==> src/logic/rnic_defs.vh <==
// Register map, field positions, reset values and vectors of the reset and interrupt block
`ifndef RNIC_DEFS_VH
`define RNIC_DEFS_VH

// Word indices; byte address is four times the index
`define RNIC_IDX_WDCTL 3'h0
`define RNIC_IDX_IE 3'h1
`define RNIC_IDX_IFG 3'h2
`define RNIC_IDX_PEN 3'h3
`define RNIC_IDX_OSC 3'h4
`define RNIC_IDX_STAT 3'h5

// Watchdog control fields
`define RNIC_WD_NMIFN 0
`define RNIC_WD_EDGE 1
`define RNIC_WD_INTV 2
`define RNIC_WDCTL_RST 3'h0

// Enable fields
`define RNIC_IE_PIN 0
`define RNIC_IE_OSC 1
`define RNIC_IE_FLASH 2
`define RNIC_IE_SUPERVISOR_RESET_ENABLE 3
`define RNIC_IE_RST 4'h0

// Flag fields
`define RNIC_IFG_PIN 0
`define RNIC_IFG_OSC 1
`define RNIC_IFG_FLASH 2
`define RNIC_IFG_WDT 3
`define RNIC_IFG_RST 4'h0

// Oscillator control fields
`define RNIC_OSC_XT1HF 0
`define RNIC_OSC_XT2ON 1
`define RNIC_OSC_RST 2'h0

// Status fields: clear-cause flags and live levels
`define RNIC_ST_CWDT 0
`define RNIC_ST_CWKEY 1
`define RNIC_ST_CFKEY 2
`define RNIC_ST_PIN 8
`define RNIC_ST_NMIFN 9
`define RNIC_CAUSE_RST 3'h0

// Vectors and chain
`define RNIC_VEC_RESET 16'hfffe
`define RNIC_VEC_NMI 16'hfffc
`define RNIC_VEC_BASE 16'hffe0
`define RNIC_NSLOT 14
`define RNIC_SLOT_WDT 4'ha
`define RNIC_PEN_RST 14'h0000

`endif

==> src/logic/rnic_ctrl.v <==
// Reset generation, reset/NMI pin control and interrupt request logic
// Notes on behaviour
// - Power-on reset from power-up, pin, supervisor
// - Power-on reset implies clear, never reverse
// - Clear on watchdog expiry and key violations
// - Power-up alone clears status; power-on clears pin reset, watchdog mode
// - After reset fetch starts at reset vector
// - Chain position fixes priority, nearest wins
// - Non-maskable requests ignore global enable
// - Accepted NMI clears three enables, vectors
// - NMI sources: pin edge, oscillator, flash
// - Watchdog control bit selects pin function
// - Reset function holds CPU while pin low
// - Selected pin edge sets flag, enable requests
// - Any clear returns pin to reset function
// - Edge select change may trigger only in NMI
// - Oscillator fault sets flag, enable requests
// - Clear forces low frequency, second osc off
// - Flash violation sets flag, enable requests
// - Maskable needs own and global enable
// - Interval-mode overflow is maskable source only
// - Acceptance clears single-source flags only
//
// Chosen here: the register offsets and the Avalon-MM register port.
`timescale 1ns/10ps
`default_nettype none
`include "rnic_defs.vh"

module rnic_ctrl (
    input wire clk,
    input wire sys_rst,
    input wire [4:0] avsAddress,
    input wire avsRead,
    input wire avsWrite,
    input wire [31:0] avsWriteData,
    output reg [31:0] avsReadData,
    output wire avsWaitrequest,
    input wire rstNmiPin,
    input wire svsLow,
    input wire wdtOverflow,
    input wire wdtKeyViol,
    input wire flashKeyViol,
    input wire oscFault,
    input wire flashAccViol,
    input wire [`RNIC_NSLOT-1:0] periphIrq,
    input wire globalIrqEnable,
    input wire cpuAck,
    output reg porOut,
    output reg pucOut,
    output reg irqReq,
    output reg irqNmi,
    output reg [15:0] irqVector,
    output reg [`RNIC_NSLOT-1:0] periphAck,
    output wire xt1HfMode,
    output wire xt2On,
    output wire wdtIntervalMode
);

    // Write strobe for one word; keeps every decode the same shape
    function rnic_hit;
        input wr;
        input [2:0] idx;
        input [2:0] want;
        begin
            rnic_hit = wr & (idx == want);
        end
    endfunction

    // Vector word of a chain slot: two bytes per slot above the base
    function [15:0] rnic_slot_vec;
        input [3:0] slot;
        begin
            rnic_slot_vec = `RNIC_VEC_BASE + {11'h000, slot, 1'b0};
        end
    endfunction

    // Highest pending slot wins; top index sits nearest the CPU
    function [4:0] rnic_pick;
        input [`RNIC_NSLOT-1:0] req;
        integer k;
        begin
            rnic_pick = 5'h00;
            for (k = 0; k < `RNIC_NSLOT; k = k + 1) begin
                if (req[k]) begin
                    rnic_pick = {1'b1, k[3:0]};
                end
            end
        end
    endfunction

    reg [2:0] wdCtl;
    reg [3:0] irqEn;
    reg [3:0] flags;
    reg [`RNIC_NSLOT-1:0] periphEn;
    reg [1:0] oscCtl;
    reg [2:0] cause;
    reg [3:0] irqSlot;

    reg pinMeta;
    reg pinSync;
    reg pinDetPrev;
    reg svsMeta;
    reg svsSync;
    reg busAck;

    reg [31:0] next_readData;
    reg [`RNIC_NSLOT-1:0] maskedReq;

    wire busReq;
    wire wrEn;
    wire [2:0] regIdx;
    wire pinDet;
    wire pinEdge;
    wire wdtExpire;
    wire wdtInterval;
    wire porNow;
    wire pucNow;
    wire nmiReq;
    wire [4:0] pick;
    wire ackNmi;
    wire ackSlot;
    wire [3:0] flagSet;
    wire [3:0] flagClr;
    wire [2:0] causeClr;

    wire hitWdCtl;
    wire hitIe;
    wire hitIfg;
    wire hitPen;
    wire hitOsc;
    wire hitStat;

    reg [2:0] next_wdCtl;
    reg [3:0] next_irqEn;
    reg [`RNIC_NSLOT-1:0] next_periphEn;
    reg [1:0] next_oscCtl;
    reg [3:0] next_flags;
    reg [2:0] next_cause;
    reg next_irqReq;
    reg next_irqNmi;
    reg [3:0] next_irqSlot;
    reg [15:0] next_irqVector;
    reg [`RNIC_NSLOT-1:0] next_periphAck;

    // Two-stage synchronisers; only the second stage is read
    always @(posedge clk) begin
        if (sys_rst) begin
            pinMeta <= 1'b1;
            pinSync <= 1'b1;
            svsMeta <= 1'b0;
            svsSync <= 1'b0;
        end else begin
            pinMeta <= rstNmiPin;
            pinSync <= pinMeta;
            svsMeta <= svsLow;
            svsSync <= svsMeta;
        end
    end

    // Edge detect on level xor edge select: an edge select flip while in NMI
    // function looks like an edge; before that the history just tracks along
    assign pinDet = pinSync ^ wdCtl[`RNIC_WD_EDGE];
    assign pinEdge = wdCtl[`RNIC_WD_NMIFN] & pinDet & ~pinDetPrev;

    always @(posedge clk) begin
        if (sys_rst) begin
            pinDetPrev <= 1'b1;
        end else begin
            pinDetPrev <= pinDet;
        end
    end

    // Reset sources
    assign wdtExpire = wdtOverflow & ~wdCtl[`RNIC_WD_INTV];
    assign wdtInterval = wdtOverflow & wdCtl[`RNIC_WD_INTV];
    assign porNow = sys_rst
        | (~pinSync & ~wdCtl[`RNIC_WD_NMIFN])
        | (svsSync & irqEn[`RNIC_IE_SUPERVISOR_RESET_ENABLE]);
    assign pucNow = porNow | wdtExpire | wdtKeyViol | flashKeyViol;

    always @(posedge clk) begin
        porOut <= porNow;
        pucOut <= pucNow;
    end

    // Bus slave: one wait cycle, then completion
    assign busReq = avsRead | avsWrite;
    assign avsWaitrequest = busReq & ~busAck;
    assign wrEn = avsWrite & busAck;
    assign regIdx = avsAddress[4:2];

    // Writes land only at the completion edge, never in the wait cycle
    assign hitWdCtl = rnic_hit(wrEn, regIdx, `RNIC_IDX_WDCTL);
    assign hitIe = rnic_hit(wrEn, regIdx, `RNIC_IDX_IE);
    assign hitIfg = rnic_hit(wrEn, regIdx, `RNIC_IDX_IFG);
    assign hitPen = rnic_hit(wrEn, regIdx, `RNIC_IDX_PEN);
    assign hitOsc = rnic_hit(wrEn, regIdx, `RNIC_IDX_OSC);
    assign hitStat = rnic_hit(wrEn, regIdx, `RNIC_IDX_STAT);

    always @(posedge clk) begin
        if (sys_rst) begin
            busAck <= 1'b0;
        end else begin
            busAck <= busReq & ~busAck;
        end
    end

    always @* begin
        next_readData = 32'h00000000;
        case (regIdx)
            `RNIC_IDX_WDCTL: next_readData[2:0] = wdCtl;
            `RNIC_IDX_IE: next_readData[3:0] = irqEn;
            `RNIC_IDX_IFG: next_readData[3:0] = flags;
            `RNIC_IDX_PEN: next_readData[`RNIC_NSLOT-1:0] = periphEn;
            `RNIC_IDX_OSC: next_readData[1:0] = oscCtl;
            `RNIC_IDX_STAT: begin
                next_readData[2:0] = cause;
                next_readData[`RNIC_ST_PIN] = pinSync;
                next_readData[`RNIC_ST_NMIFN] = wdCtl[`RNIC_WD_NMIFN];
            end
            default: next_readData = 32'h00000000;
        endcase
    end

    // Read data latched one edge early so it stands at completion
    always @(posedge clk) begin
        if (sys_rst) begin
            avsReadData <= 32'h00000000;
        end else if (avsRead & ~busAck) begin
            avsReadData <= next_readData;
        end
    end

    // Acceptance of the registered request
    assign ackNmi = cpuAck & irqReq & irqNmi;
    assign ackSlot = cpuAck & irqReq & ~irqNmi;

    // Control registers; power-on clears all, a clear only the volatile part
    always @* begin
        next_wdCtl = wdCtl;
        next_irqEn = irqEn;
        next_periphEn = periphEn;
        next_oscCtl = oscCtl;
        if (porNow) begin
            next_wdCtl = `RNIC_WDCTL_RST;
            next_irqEn = `RNIC_IE_RST;
            next_periphEn = `RNIC_PEN_RST;
            next_oscCtl = `RNIC_OSC_RST;
        end else if (pucNow) begin
            next_wdCtl = `RNIC_WDCTL_RST;
            next_irqEn[2:0] = 3'h0;
            next_periphEn = `RNIC_PEN_RST;
            next_oscCtl = `RNIC_OSC_RST;
        end else begin
            if (hitWdCtl) begin
                next_wdCtl = avsWriteData[2:0];
            end
            if (hitIe) begin
                next_irqEn = avsWriteData[3:0];
            end
            if (hitPen) begin
                next_periphEn = avsWriteData[`RNIC_NSLOT-1:0];
            end
            if (hitOsc) begin
                next_oscCtl = avsWriteData[1:0];
            end
            // Acceptance overrides a same-cycle enable write
            if (ackNmi) begin
                next_irqEn[2:0] = 3'h0;
            end
        end
    end

    // No reset branch needed: porNow already carries sys_rst
    always @(posedge clk) begin
        wdCtl <= next_wdCtl;
        irqEn <= next_irqEn;
        periphEn <= next_periphEn;
        oscCtl <= next_oscCtl;
    end

    // Sticky flags: set beats clear; enables never touch them
    assign flagSet = {wdtInterval, flashAccViol, oscFault, pinEdge};
    assign flagClr = (hitIfg ? avsWriteData[3:0] : 4'h0)
        | {(ackSlot && irqSlot == `RNIC_SLOT_WDT), 3'h0};
    assign causeClr = hitStat ? avsWriteData[2:0] : 3'h0;

    // Flags and causes survive a clear so software can read why it happened
    always @* begin
        next_flags = (flags & ~flagClr) | flagSet;
        next_cause = (cause & ~causeClr) | {flashKeyViol, wdtKeyViol, wdtExpire};
        if (sys_rst) begin
            next_flags = `RNIC_IFG_RST;
            next_cause = `RNIC_CAUSE_RST;
        end
    end

    always @(posedge clk) begin
        flags <= next_flags;
        cause <= next_cause;
    end

    // Request gating
    assign nmiReq = |(flags[2:0] & irqEn[2:0]);

    always @* begin
        maskedReq = periphIrq & periphEn;
        maskedReq[`RNIC_SLOT_WDT] = flags[`RNIC_IFG_WDT] & periphEn[`RNIC_SLOT_WDT];
        if (!globalIrqEnable) begin
            maskedReq = {`RNIC_NSLOT{1'b0}};
        end
    end

    assign pick = rnic_pick(maskedReq);

    // Registered request and vector to the CPU
    // Later branches win: clear over NMI over maskable
    always @* begin
        next_irqReq = pick[4];
        next_irqNmi = 1'b0;
        next_irqSlot = pick[3:0];
        next_irqVector = `RNIC_VEC_RESET;
        if (pick[4]) begin
            next_irqVector = rnic_slot_vec(pick[3:0]);
        end
        if (nmiReq) begin
            next_irqReq = 1'b1;
            next_irqNmi = 1'b1;
            next_irqSlot = 4'h0;
            next_irqVector = `RNIC_VEC_NMI;
        end
        if (pucNow) begin
            next_irqReq = 1'b0;
            next_irqNmi = 1'b0;
            next_irqSlot = 4'h0;
            next_irqVector = `RNIC_VEC_RESET;
        end
    end

    always @(posedge clk) begin
        irqReq <= next_irqReq;
        irqNmi <= next_irqNmi;
        irqSlot <= next_irqSlot;
        irqVector <= next_irqVector;
    end

    // Acknowledge pulse lets a peripheral drop its single-source flag
    always @* begin
        next_periphAck = {`RNIC_NSLOT{1'b0}};
        if (ackSlot) begin
            next_periphAck = {{(`RNIC_NSLOT-1){1'b0}}, 1'b1} << irqSlot;
        end
        if (pucNow) begin
            next_periphAck = {`RNIC_NSLOT{1'b0}};
        end
    end

    always @(posedge clk) begin
        periphAck <= next_periphAck;
    end

    assign xt1HfMode = oscCtl[`RNIC_OSC_XT1HF];
    assign xt2On = oscCtl[`RNIC_OSC_XT2ON];
    assign wdtIntervalMode = wdCtl[`RNIC_WD_INTV];

endmodule // rnic_ctrl
`default_nettype wire

==> config.mk <==
export PLATFORM = sky130hd
export DESIGN_NAME = rnic_ctrl
export DESIGN_NICKNAME = d
export VERILOG_FILES = /design/src/logic/rnic_ctrl.v
export VERILOG_INCLUDE_DIRS = /design/src /design/src/logic
export SDC_FILE = /design/constraint.sdc
export NUM_CORES = 1
export LEC_CHECK = 0
export ABC_AREA = 1
export BUFFER_PORTS_ARGS = -buffer_cell sky130_fd_sc_hd__buf_2
export CELL_PAD_IN_SITES_DETAIL_PLACEMENT = 1
export CELL_PAD_IN_SITES_GLOBAL_PLACEMENT = 1
export CORE_ASPECT_RATIO = 1.1
export CORE_MARGIN = 2
export CORE_UTILIZATION = 36
export DETAILED_ROUTE_END_ITERATION = 7
export PLACE_DENSITY_LB_ADDON = 0.12
export SLEW_MARGIN = 10
export SYNTH_ARGS = -nofsm -noshare
export SYNTH_HDL_FRONTEND = slang
export SYNTH_SLANG_ARGS = --single-unit
==> constraint.sdc <==
create_clock -name clk -period 1.8 [get_ports clk]
set_input_delay 0.18 -clock clk [delete_from_list [all_inputs] [get_ports clk]]
set_output_delay 0.18 -clock clk [all_outputs]
set_load 0.02 [all_outputs]
==> reports/qor.yml, run 1 <==
drt:
  wl_per_cell_um: 13.6
  ant_nets: 0
  vias: 2883
  dr.pass1.iters: 4
  drc: 0
  drtIter0Drc: 69
  wirelength_mm: 8.49
  drt-vias-per-instance: 4.62
final_layout:
  finalNetCount: 569
  diodes: 0
  mostFrequentLayoutCell: "nand2_1"
  drive_above_1_share_pct: 23.3
  syn2layout_area_growth_pct: 19.0
  num-fill-cells: 1131
  final_cell_mix: "94 x nand2_1, 82 x buf_2, 76 x dfxtp_1"
yosys:
  synth_top_family_by_area: "simple AND/OR/NAND/NOR gates"
  ys.flop_type: "dfxtp_1"
  synth_edf_count: 0
  synth-simple-area-share_pct: 22.1
  synth.top_cell.area_share_pct: 47.6
  synthMuxAreaShare_pct: 0
  syn_inst: 418
  yosysWarningCount: 0
  syn_area_mm2: 0.00319
  synth.ff_latch_count: 76
  async_reset_ff_share_pct: 0
  syn_area_per_cell_um2: 7.64
  yosysTopAreaCell: "dfxtp_1"
  synth_compound_area_share_pct: 15.7
  yosys.area_share.xor_xnor_pct: 0.274
  synthAdderAreaFrac_pct: 0
  synth.distinct_cells: 33
  ys_seq_area_share_pct: 47.6
  synth_area_leaders: "dfxtp_1 48%, nand2_1 11%, a21oi_1 7.4%"
sta:
  hold_viol: 0
  timing.final.ws_setup_ns: 0.269
  clock_skew_ns: 0.00872
  period_needed_ns: 1.53
  finalSetupViolCount: 0
  fin_tns_setup_ns: 0
  fin_crit_sh_pct: 85.0
  rsz0062_at_grt: "false"
  fmax_mhz: 653
  drv_slew: 0
run_status:
  status: "complete, no violations"
critical_path:
  endpoint_kind: "flip-flop"
  cp.arrival_ns: 1.79
  worstRegToRegCells: 7
  startpoint: "irqEn[3]"
  r2r-start: "irqEn[3]"
  crit_fanout: 14
  worst_ep_required_time_ns: 2.06
  r2r_slack_ns: 0.27
  worst_r2r_endpoint: "irqEn[3]"
  crit_type: "reg -> reg"
  worstSetupStartpointType: "flip-flop"
cts:
  clk_pin_slew_ns: 0.09
  cts_sinks: 76
  cts_resized: 0
  holdBufCountCts: 1
  cts.path.max_buffers: 2
  cts_tree: "yes"
  post_cts_buffers: 0
  clk_latency_ns: 0.37
  h-tree-depth: 3
  cts-buffers-inserted: 9
  root_buffer: "clkbuf_8"
global_routing:
  grt_pass1_vias: 2918
  grt_start_max_net_pins: 27
  gr-usage-all-layers_pct: 18.5
  antenna_found_initial: 0
  grt_pass1_wl_mm: 13.5
  grt_overflow: 0
floorplan:
  die_h_um: 103
  chipWidth_um: 93.8
  core_mm2: 0.00874
  floorplan.die_area_mm2: 0.00964
  initial_core_util_pct: 36.5
  rows: 36
  pin_count: 134
power:
  leakagePower_nw: 1.69
  p_per_area_mw_per_mm2: 855
  vdd_ir_drop_max_mv: 0.350
worst_hold_path:
  holdPathEnd: "svsMeta"
  hold_start: "svsLow"
  hold_path_class: "in -> reg"
  whs_path_depth: 3
placement:
  place_ws_ns: 0.282
  place_congestion: 0.884
  hpwlAfterDp_mm: 6.68
  io_buffer_count: 82
flow_run:
  cap_violations: 0
==> layout make-up <==
cell class	count	area [µm²]	share of cell area (%)
well taps	114	143	3.75
inverters	42	159	4.18
multi-input cells	287	1330	35.0
repair buffers	89	465	12.3
flip-flops and latches	76	1520	40.1
clock inverters	7	57.6	1.52
clock buffers	9	124	3.26
==> state kept, by name (all words and copies together) (netlist names), 2 cells and up <==
signal	cells
flags	4
irqSlot	4
periphEn	14
irqEn	4
oscCtl	2
avsReadData	14
irqVector	4
wdCtl	3
periphAck	14
cause	3
==> through the flow <==
stage / util (%) / instances / power, W / area (µm²) / hold WS, ns
2_1_floorplan: - / 446 / 0.00201 / 3300 / 0.284
3_3_place_gp: 41.3 / 607 / 0.00207 / 3610 / 0.361
3_5_place_dp: 41.3 / 607 / 0.00207 / 3610 / 0.370
4_1_cts: 43.5 / 624 / 0.00329 / 3800 / 0.00946
5_1_grt: 43.5 / 624 / 0.00341 / 3800 / 0.0202
6_report: 43.5 / 624 / 0.00325 / 3800 / 0.0182
==> routing by layer <==
layer	part of all wire (%)	track usage, %	vias to the layer above
li1	-	-	1468
met1	42	21.8	1332
met2	50	31.9	68
met3	4.9	4.82	15
met4	2.4	7.92	0
met5	0	0	-
==> critical path, stage by stage, from the launching register on <==
cell and delay, ns:
dfxtp_1 0.38, a21oi_2 0.17, o21ai_2 0.11, a21oi_2 0.16, nand3_4 0.12, buf_4 0.21, o21ai_0 0.19, a21oi_1 0.08
==> cell usage after synthesis, types with 2 or more instances <==
library cell / number
nand2_1: 94
dfxtp_1: 76
a21oi_1: 47
inv_1: 41
o21ai_0: 34
buf_4: 31
nor2_1: 28
nand3_1: 21
nor3_1: 7
clkbuf_1: 4
buf_2: 3
nor4_1: 3
a21oi_2: 2
a22oi_1: 2
a31o_2: 2
a31oi_1: 2
buf_6: 2
conb_1: 2
nor2_2: 2
or2_2: 2
==> worst max path at each step <==
stage                     to
4_1_cts             irqEn[3]
3_3_place_gp        irqEn[3]
2_1_floorplan   irqVector[2]
5_1_grt        periphAck[12]
3_5_place_dp        irqEn[3]
6_report            irqEn[3]
==> cell families after synthesis <==
logic type,count (synthesis)
buffers and inverters,83
xor gates and xnor gates,1
DFF,76
and+or+nand+nor,163
other,2
AOI/OAI and AO/OA,93
==> report_power, final <==
| group | internal, W | switching, W | total, W |
|---|---|---|---|
| logic | 0.0000883 | 0.000208 | 0.000297 |
| clock network | 0.000516 | 0.000700 | 0.00122 |
| registers | 0.00172 | 0.0000184 | 0.00173 |
| total | 0.00232 | 0.000927 | 0.00325 |
(Power assumes the default switching activity.)
==> run 2: changes to the inputs <==
--- a/config.mk
+++ b/config.mk
@@ -6,13 +6,12 @@
 export SDC_FILE = /design/constraint.sdc
 export NUM_CORES = 1
 export LEC_CHECK = 0
-export ABC_AREA = 1
 export BUFFER_PORTS_ARGS = -buffer_cell sky130_fd_sc_hd__buf_2
 export CELL_PAD_IN_SITES_DETAIL_PLACEMENT = 1
 export CELL_PAD_IN_SITES_GLOBAL_PLACEMENT = 1
 export CORE_ASPECT_RATIO = 1.1
 export CORE_MARGIN = 2
-export CORE_UTILIZATION = 36
+export CORE_UTILIZATION = 30
 export DETAILED_ROUTE_END_ITERATION = 7
 export PLACE_DENSITY_LB_ADDON = 0.12
 export SLEW_MARGIN = 10
==> run 2 against run 1 <==
Clock-buffer cell count increased by 1. Synthesized cell count is 12% lower. Combinational power is 6% lower. Register-to-register slack got worse by 0.26 ns. Sequential share of layout area is 2.4 points lower. Critical path type unchanged.
==> reports/qor.yml, run 2 <==
drt:
  drtIter0Drc: 79
  wirelength_mm: 9.17
  wl_per_cell_um: 15.1
  dr.pass1.iters: 4
  vias: 2799
  ant_nets: 0
  drt-vias-per-instance: 4.60
  drc: 0
flow_run:
  cap_violations: 0
sta:
  hold_viol: 0
  drv_slew: 0
  clock_skew_ns: 0.00662
  hold-worst-slack_ns: 0.0241
  rsz0062_at_grt: "true"
  fin_tns_setup_ns: 0
  finalSetupViolCount: 0
  period_needed_ns: 1.79
  fmax_mhz: 558
  slew_headroom_pct: 64.3
  worst_pin_slew_ns: 0.536
  fin_crit_sh_pct: 99.5
  timing.final.ws_setup_ns: 0.00821
floorplan:
  floorplan.die_area_mm2: 0.0115
  pin_count: 134
  rows: 39
  core_mm2: 0.0104
  initial_core_util_pct: 30.7
  die_h_um: 112
  chipWidth_um: 102
yosys:
  yosysWarningCount: 0
  synth.top_cell.area_share_pct: 47.6
  syn_area_per_cell_um2: 8.70
  yosysTopAreaCell: "dfxtp_1"
  syn_area_mm2: 0.00319
  async_reset_ff_share_pct: 0
  ys_seq_area_share_pct: 47.6
  synth_most_common_cell: "dfxtp_1"
  synth_edf_count: 0
  synth_area_leaders: "dfxtp_1 48%, buf_4 7.1%, nand2_1 6.0%"
  syn_inst: 367
  ys.flop_type: "dfxtp_1"
  synth_common_cells: "76 x dfxtp_1, 51 x nand2_1, 51 x nor2_1, 32 x a21oi_1, 30 x buf_4"
  synth.ff_latch_count: 76
  synth.distinct_cells: 45
run_status:
  status: "complete, no violations"
critical_path:
  worst_ep_required_time_ns: 2.06
  endpoint_kind: "flip-flop"
  cp.arrival_ns: 2.06
  worstRegToRegCells: 4
  worstSetupStartpointType: "flip-flop"
  crit_type: "reg -> reg"
  crit_fanout: 4
global_routing:
  grt_start_max_net_pins: 29
  grt_overflow: 0
  grt_pass1_wl_mm: 14.4
  gr-usage-all-layers_pct: 16.5
  antenna_found_initial: 0
  grt_pass1_vias: 2810
final_layout:
  diodes: 0
  mostFrequentLayoutCell: "buf_2"
  regArea_mm2: 0.00152
  final_cell_mix: "82 x buf_2, 74 x dfxtp_1, 51 x nand2_1"
  multi_input_area_mm2: 0.00150
  finalNetCount: 524
  num-fill-cells: 1268
  reg.largest.list: "avsReadData (14), periphAck (14), periphEn (14)"
  fin_util_pct: 39.0
  drive_above_1_share_pct: 29.9
  syn2layout_area_growth_pct: 26.8
cts:
  post_cts_buffers: 0
  clk_latency_ns: 0.34
  clk_pin_slew_ns: 0.06
  cts_sinks: 76
  h-tree-depth: 3
  root_buffer: "clkbuf_16"
  holdBufCountCts: 0
  cts-buffers-inserted: 9
  cts.path.max_buffers: 2
  cts_tree: "yes"
placement:
  place_ws_ns: -0.0672
  io_buffer_count: 82
  place_congestion: 0.809
  hpwlAfterDp_mm: 6.95
worst_hold_path:
  hold_path_class: "in -> reg"
  whs_path_depth: 2
power:
  p_per_area_mw_per_mm2: 907
  power_w: 0.00367
  vdd_ir_drop_max_mv: 0.379
  leakagePower_nw: 1.69
[run 2: timing repair]
item / in CTS / in global routing
pin swaps: 0 / 6
setup endpoints to repair: 7 / 11
resized for setup: 3 / 6
[run 2: final timing paths]
path	start	to	slack [ns]
worst max-delay path	irqEn[3]	periphAck[0]	0.008
worst min-delay path	rstNmiPin	pinMeta	0.02
worst max register to register	irqEn[3]	periphAck[0]	0.008
worst min register to register	pinMeta	pinSync	0.41
[run 2: area by class of cell]
cell class	count	area share (%)
tap	143	4.42
timing repair buffer	101	13.8
clock buffer	10	5.90
clock inverter	6	0.989
sequential	76	37.6
inverter	4	0.371
multi-input combinational	268	36.9
[run 2: cell families after synthesis]
| family | count (synthesis) | synth area share, % |
|---|---|---|
| AO/OA/AOI/OAI | 72 | 14.8 |
| buffers and inverters | 51 | 9.75 |
| flip-flops | 76 | 47.6 |
| XOR/XNOR | 1 | 0.274 |
| AND/OR/NAND/NOR | 152 | 22.3 |
| other | 2 | 0.235 |
| multiplexers | 13 | 4.97 |
[run 2: report_power, final]
| group | switching (W) | internal [W] | leakage [nW] |
|---|---|---|---|
| registers | 0.0000122 | 0.00170 | 0.617 |
| logic | 0.000186 | 0.0000920 | 0.943 |
| clock network | 0.000714 | 0.000964 | 0.127 |
| total | 0.000912 | 0.00276 | 1.69 |
[run 2: stage by stage]
step                      instance area (µm²)  cells
final                                    4050    608
after global routing                     4050    608
after CTS                                4030    608
after detailed placement                 3740    592
after global placement                   3740    592
after floorplan                          3300    395
[run 2: worst max-delay path, stage by stage, from the launching register on]
cell       delay (ns)
dfxtp_2          0.33
o2bb2ai_2        0.12
or4b_4           0.59
or4_4            0.55
nor3_2           0.13
[run 2: per-layer routing]
layer / track usage (%) / vias up / share of wire [%]
li1: - / 1381 / -
met1: 21.3 / 1336 / 45
met2: 26.5 / 70 / 48
met3: 3.61 / 12 / 4.7
met4: 6.76 / 0 / 1.8
met5: 0 / - / 0
==> run 3: changes to the inputs <==
--- a/config.mk
+++ b/config.mk
@@ -14,6 +14,7 @@
 export CORE_UTILIZATION = 30
 export DETAILED_ROUTE_END_ITERATION = 7
 export PLACE_DENSITY_LB_ADDON = 0.12
+export RECOVER_POWER = 50
 export SLEW_MARGIN = 10
 export SYNTH_ARGS = -nofsm -noshare
 export SYNTH_HDL_FRONTEND = slang
==> run 3 against run 2 <==
Setup slack got worse by 0.0058 ns. Combinational power shrank 2%. Clock skew grew 0.0021 ns. Via count hardly changed. Cell count stayed put. Design area decreased by 1.4%. Sequential cell count is the same. Sequential share of layout area up 0.52 points. Die area unchanged. First-iteration DRC count decreased by 16%. Global-route usage is the same. Fmax shrank 0.32%. Largest cell class unchanged.
==> reports/qor.yml, run 3 (synthesis results as in run 2) <==
global_routing:
  grt_overflow: 0
  use_met2_pct: 26.5
  gr-usage-all-layers_pct: 16.5
  grt_pass1_wl_mm: 14.4
  grt_use_met1_pct: 21.3
  grt_pass1_vias: 2810
  grt_start_max_net_pins: 29
  antenna_found_initial: 0
  grt_use_met3_pct: 3.61
  busiest_layer: "met2"
drt:
  wl_per_cell_um: 15.2
  vias: 2800
  ant_nets: 0
  dr.pass1.iters: 4
  drt-vias-per-instance: 4.61
  wirelength_mm: 9.21
  drtIter0Drc: 66
  drc: 0
cts:
  cts_sinks: 76
  h-tree-depth: 3
  root_buffer: "clkbuf_16"
  clk_latency_ns: 0.34
  cts_tree: "yes"
  clk_pin_slew_ns: 0.06
  cts-buffers-inserted: 9
  post_cts_buffers: 0
  holdBufCountCts: 0
  cts.path.max_buffers: 2
sta:
  clock_skew_ns: 0.00871
  fmax_mhz: 556
  hold-worst-slack_ns: 0.0253
  rsz0062_at_grt: "true"
  timing.final.ws_setup_ns: 0.00238
  hold_viol: 0
  fin_crit_sh_pct: 99.9
  worst_pin_slew_ns: 1.36
  slew_headroom_pct: 9.46
  finalSetupViolCount: 0
  drv_slew: 0
  period_needed_ns: 1.80
floorplan:
  floorplan.die_area_mm2: 0.0115
  chipWidth_um: 102
  core_mm2: 0.0104
  initial_core_util_pct: 30.7
  die_h_um: 112
  pin_count: 134
  rows: 39
critical_path:
  endpoint_kind: "flip-flop"
  worstSetupStartpointType: "flip-flop"
  worst_ep_required_time_ns: 2.06
  cp.arrival_ns: 2.06
  crit_type: "reg -> reg"
  crit_fanout: 4
final_layout:
  reg.largest.list: "avsReadData (14), periphAck (14), periphEn (14)"
  drive_above_1_share_pct: 20.9
  mostFrequentLayoutCell: "dfxtp_1"
  syn2layout_area_growth_pct: 25.0
  finalNetCount: 524
  diodes: 0
  fin_util_pct: 38.4
  stdcell_count: 608
  final_cell_mix: "74 x dfxtp_1, 51 x nand2_1, 49 x nor2_1"
run_status:
  status: "complete, no violations"
placement:
  place_inst: 592
  hpwlAfterDp_mm: 6.95
  place_congestion: 0.809
  place_ws_ns: -0.0672
  io_buffer_count: 82
flow_run:
  cap_violations: 0
power:
  vdd_ir_drop_max_mv: 0.379
  p_per_area_mw_per_mm2: 919
  leakagePower_nw: 1.53
worst_hold_path:
  hold_path_class: "in -> reg"
==> run 3: path summary, 6_finish.rpt <==
check | start | endpoint | slack (ns) | depth (start not counted)
setup / recovery | irqEn[3] | periphAck[0] | 0.002 | 4
hold / removal | rstNmiPin | pinMeta | 0.03 | 2
setup reg to reg | irqEn[3] | periphAck[0] | 0.002 | 4
hold reg to reg | pinMeta | pinSync | 0.41 | 1
==> run 3: layout make-up <==
class / instances / area [µm²]
clock buffer: 10 / 239
clock inverter: 6 / 40.0
fill: 1278 / 6400
inverter: 4 / 15.0
multi-input combinational: 268 / 1500
sequential: 76 / 1520
tap: 143 / 179
timing repair buffer: 101 / 502
==> run 3: power breakdown <==
group / total (W) / switching [W] / internal (W)
combinational: 0.000273 / 0.000185 / 0.0000883
sequential: 0.00172 / 0.0000123 / 0.00170
clock: 0.00168 / 0.000717 / 0.000964
total: 0.00367 / 0.000914 / 0.00276
==> run 3: critical path, cell delays in order (launching register included) <==
cell,delay [ns]
dfxtp_2,0.33
o2bb2ai_2,0.12
or4b_4,0.59
or4_4,0.55
nor3_2,0.13
==> run 3: what timing repair did <==
action                     in CTS  in global routing
resized for setup               3                  6
setup endpoints to repair       7                 11
pin swaps                       0                  6
==> run 3: stage by stage <==
| step | area [µm²] | power (W) | setup TNS, ns |
|---|---|---|---|
| after floorplan | 3300 | 0.00196 | 0 |
| after global placement | 3740 | 0.00202 | -0.00294 |
| after detailed placement | 3740 | 0.00203 | -0.0720 |
| after CTS | 4030 | 0.00371 | 0 |
| after global routing | 3990 | 0.00380 | -0.234 |
| final | 3990 | 0.00367 | 0 |
==> run 3: per-layer routing <==
metal	share of wire (%)	wire, µm
met3	4.9	454
met2	48	4460
met4	1.8	164
met5	0	0
met1	45	4130
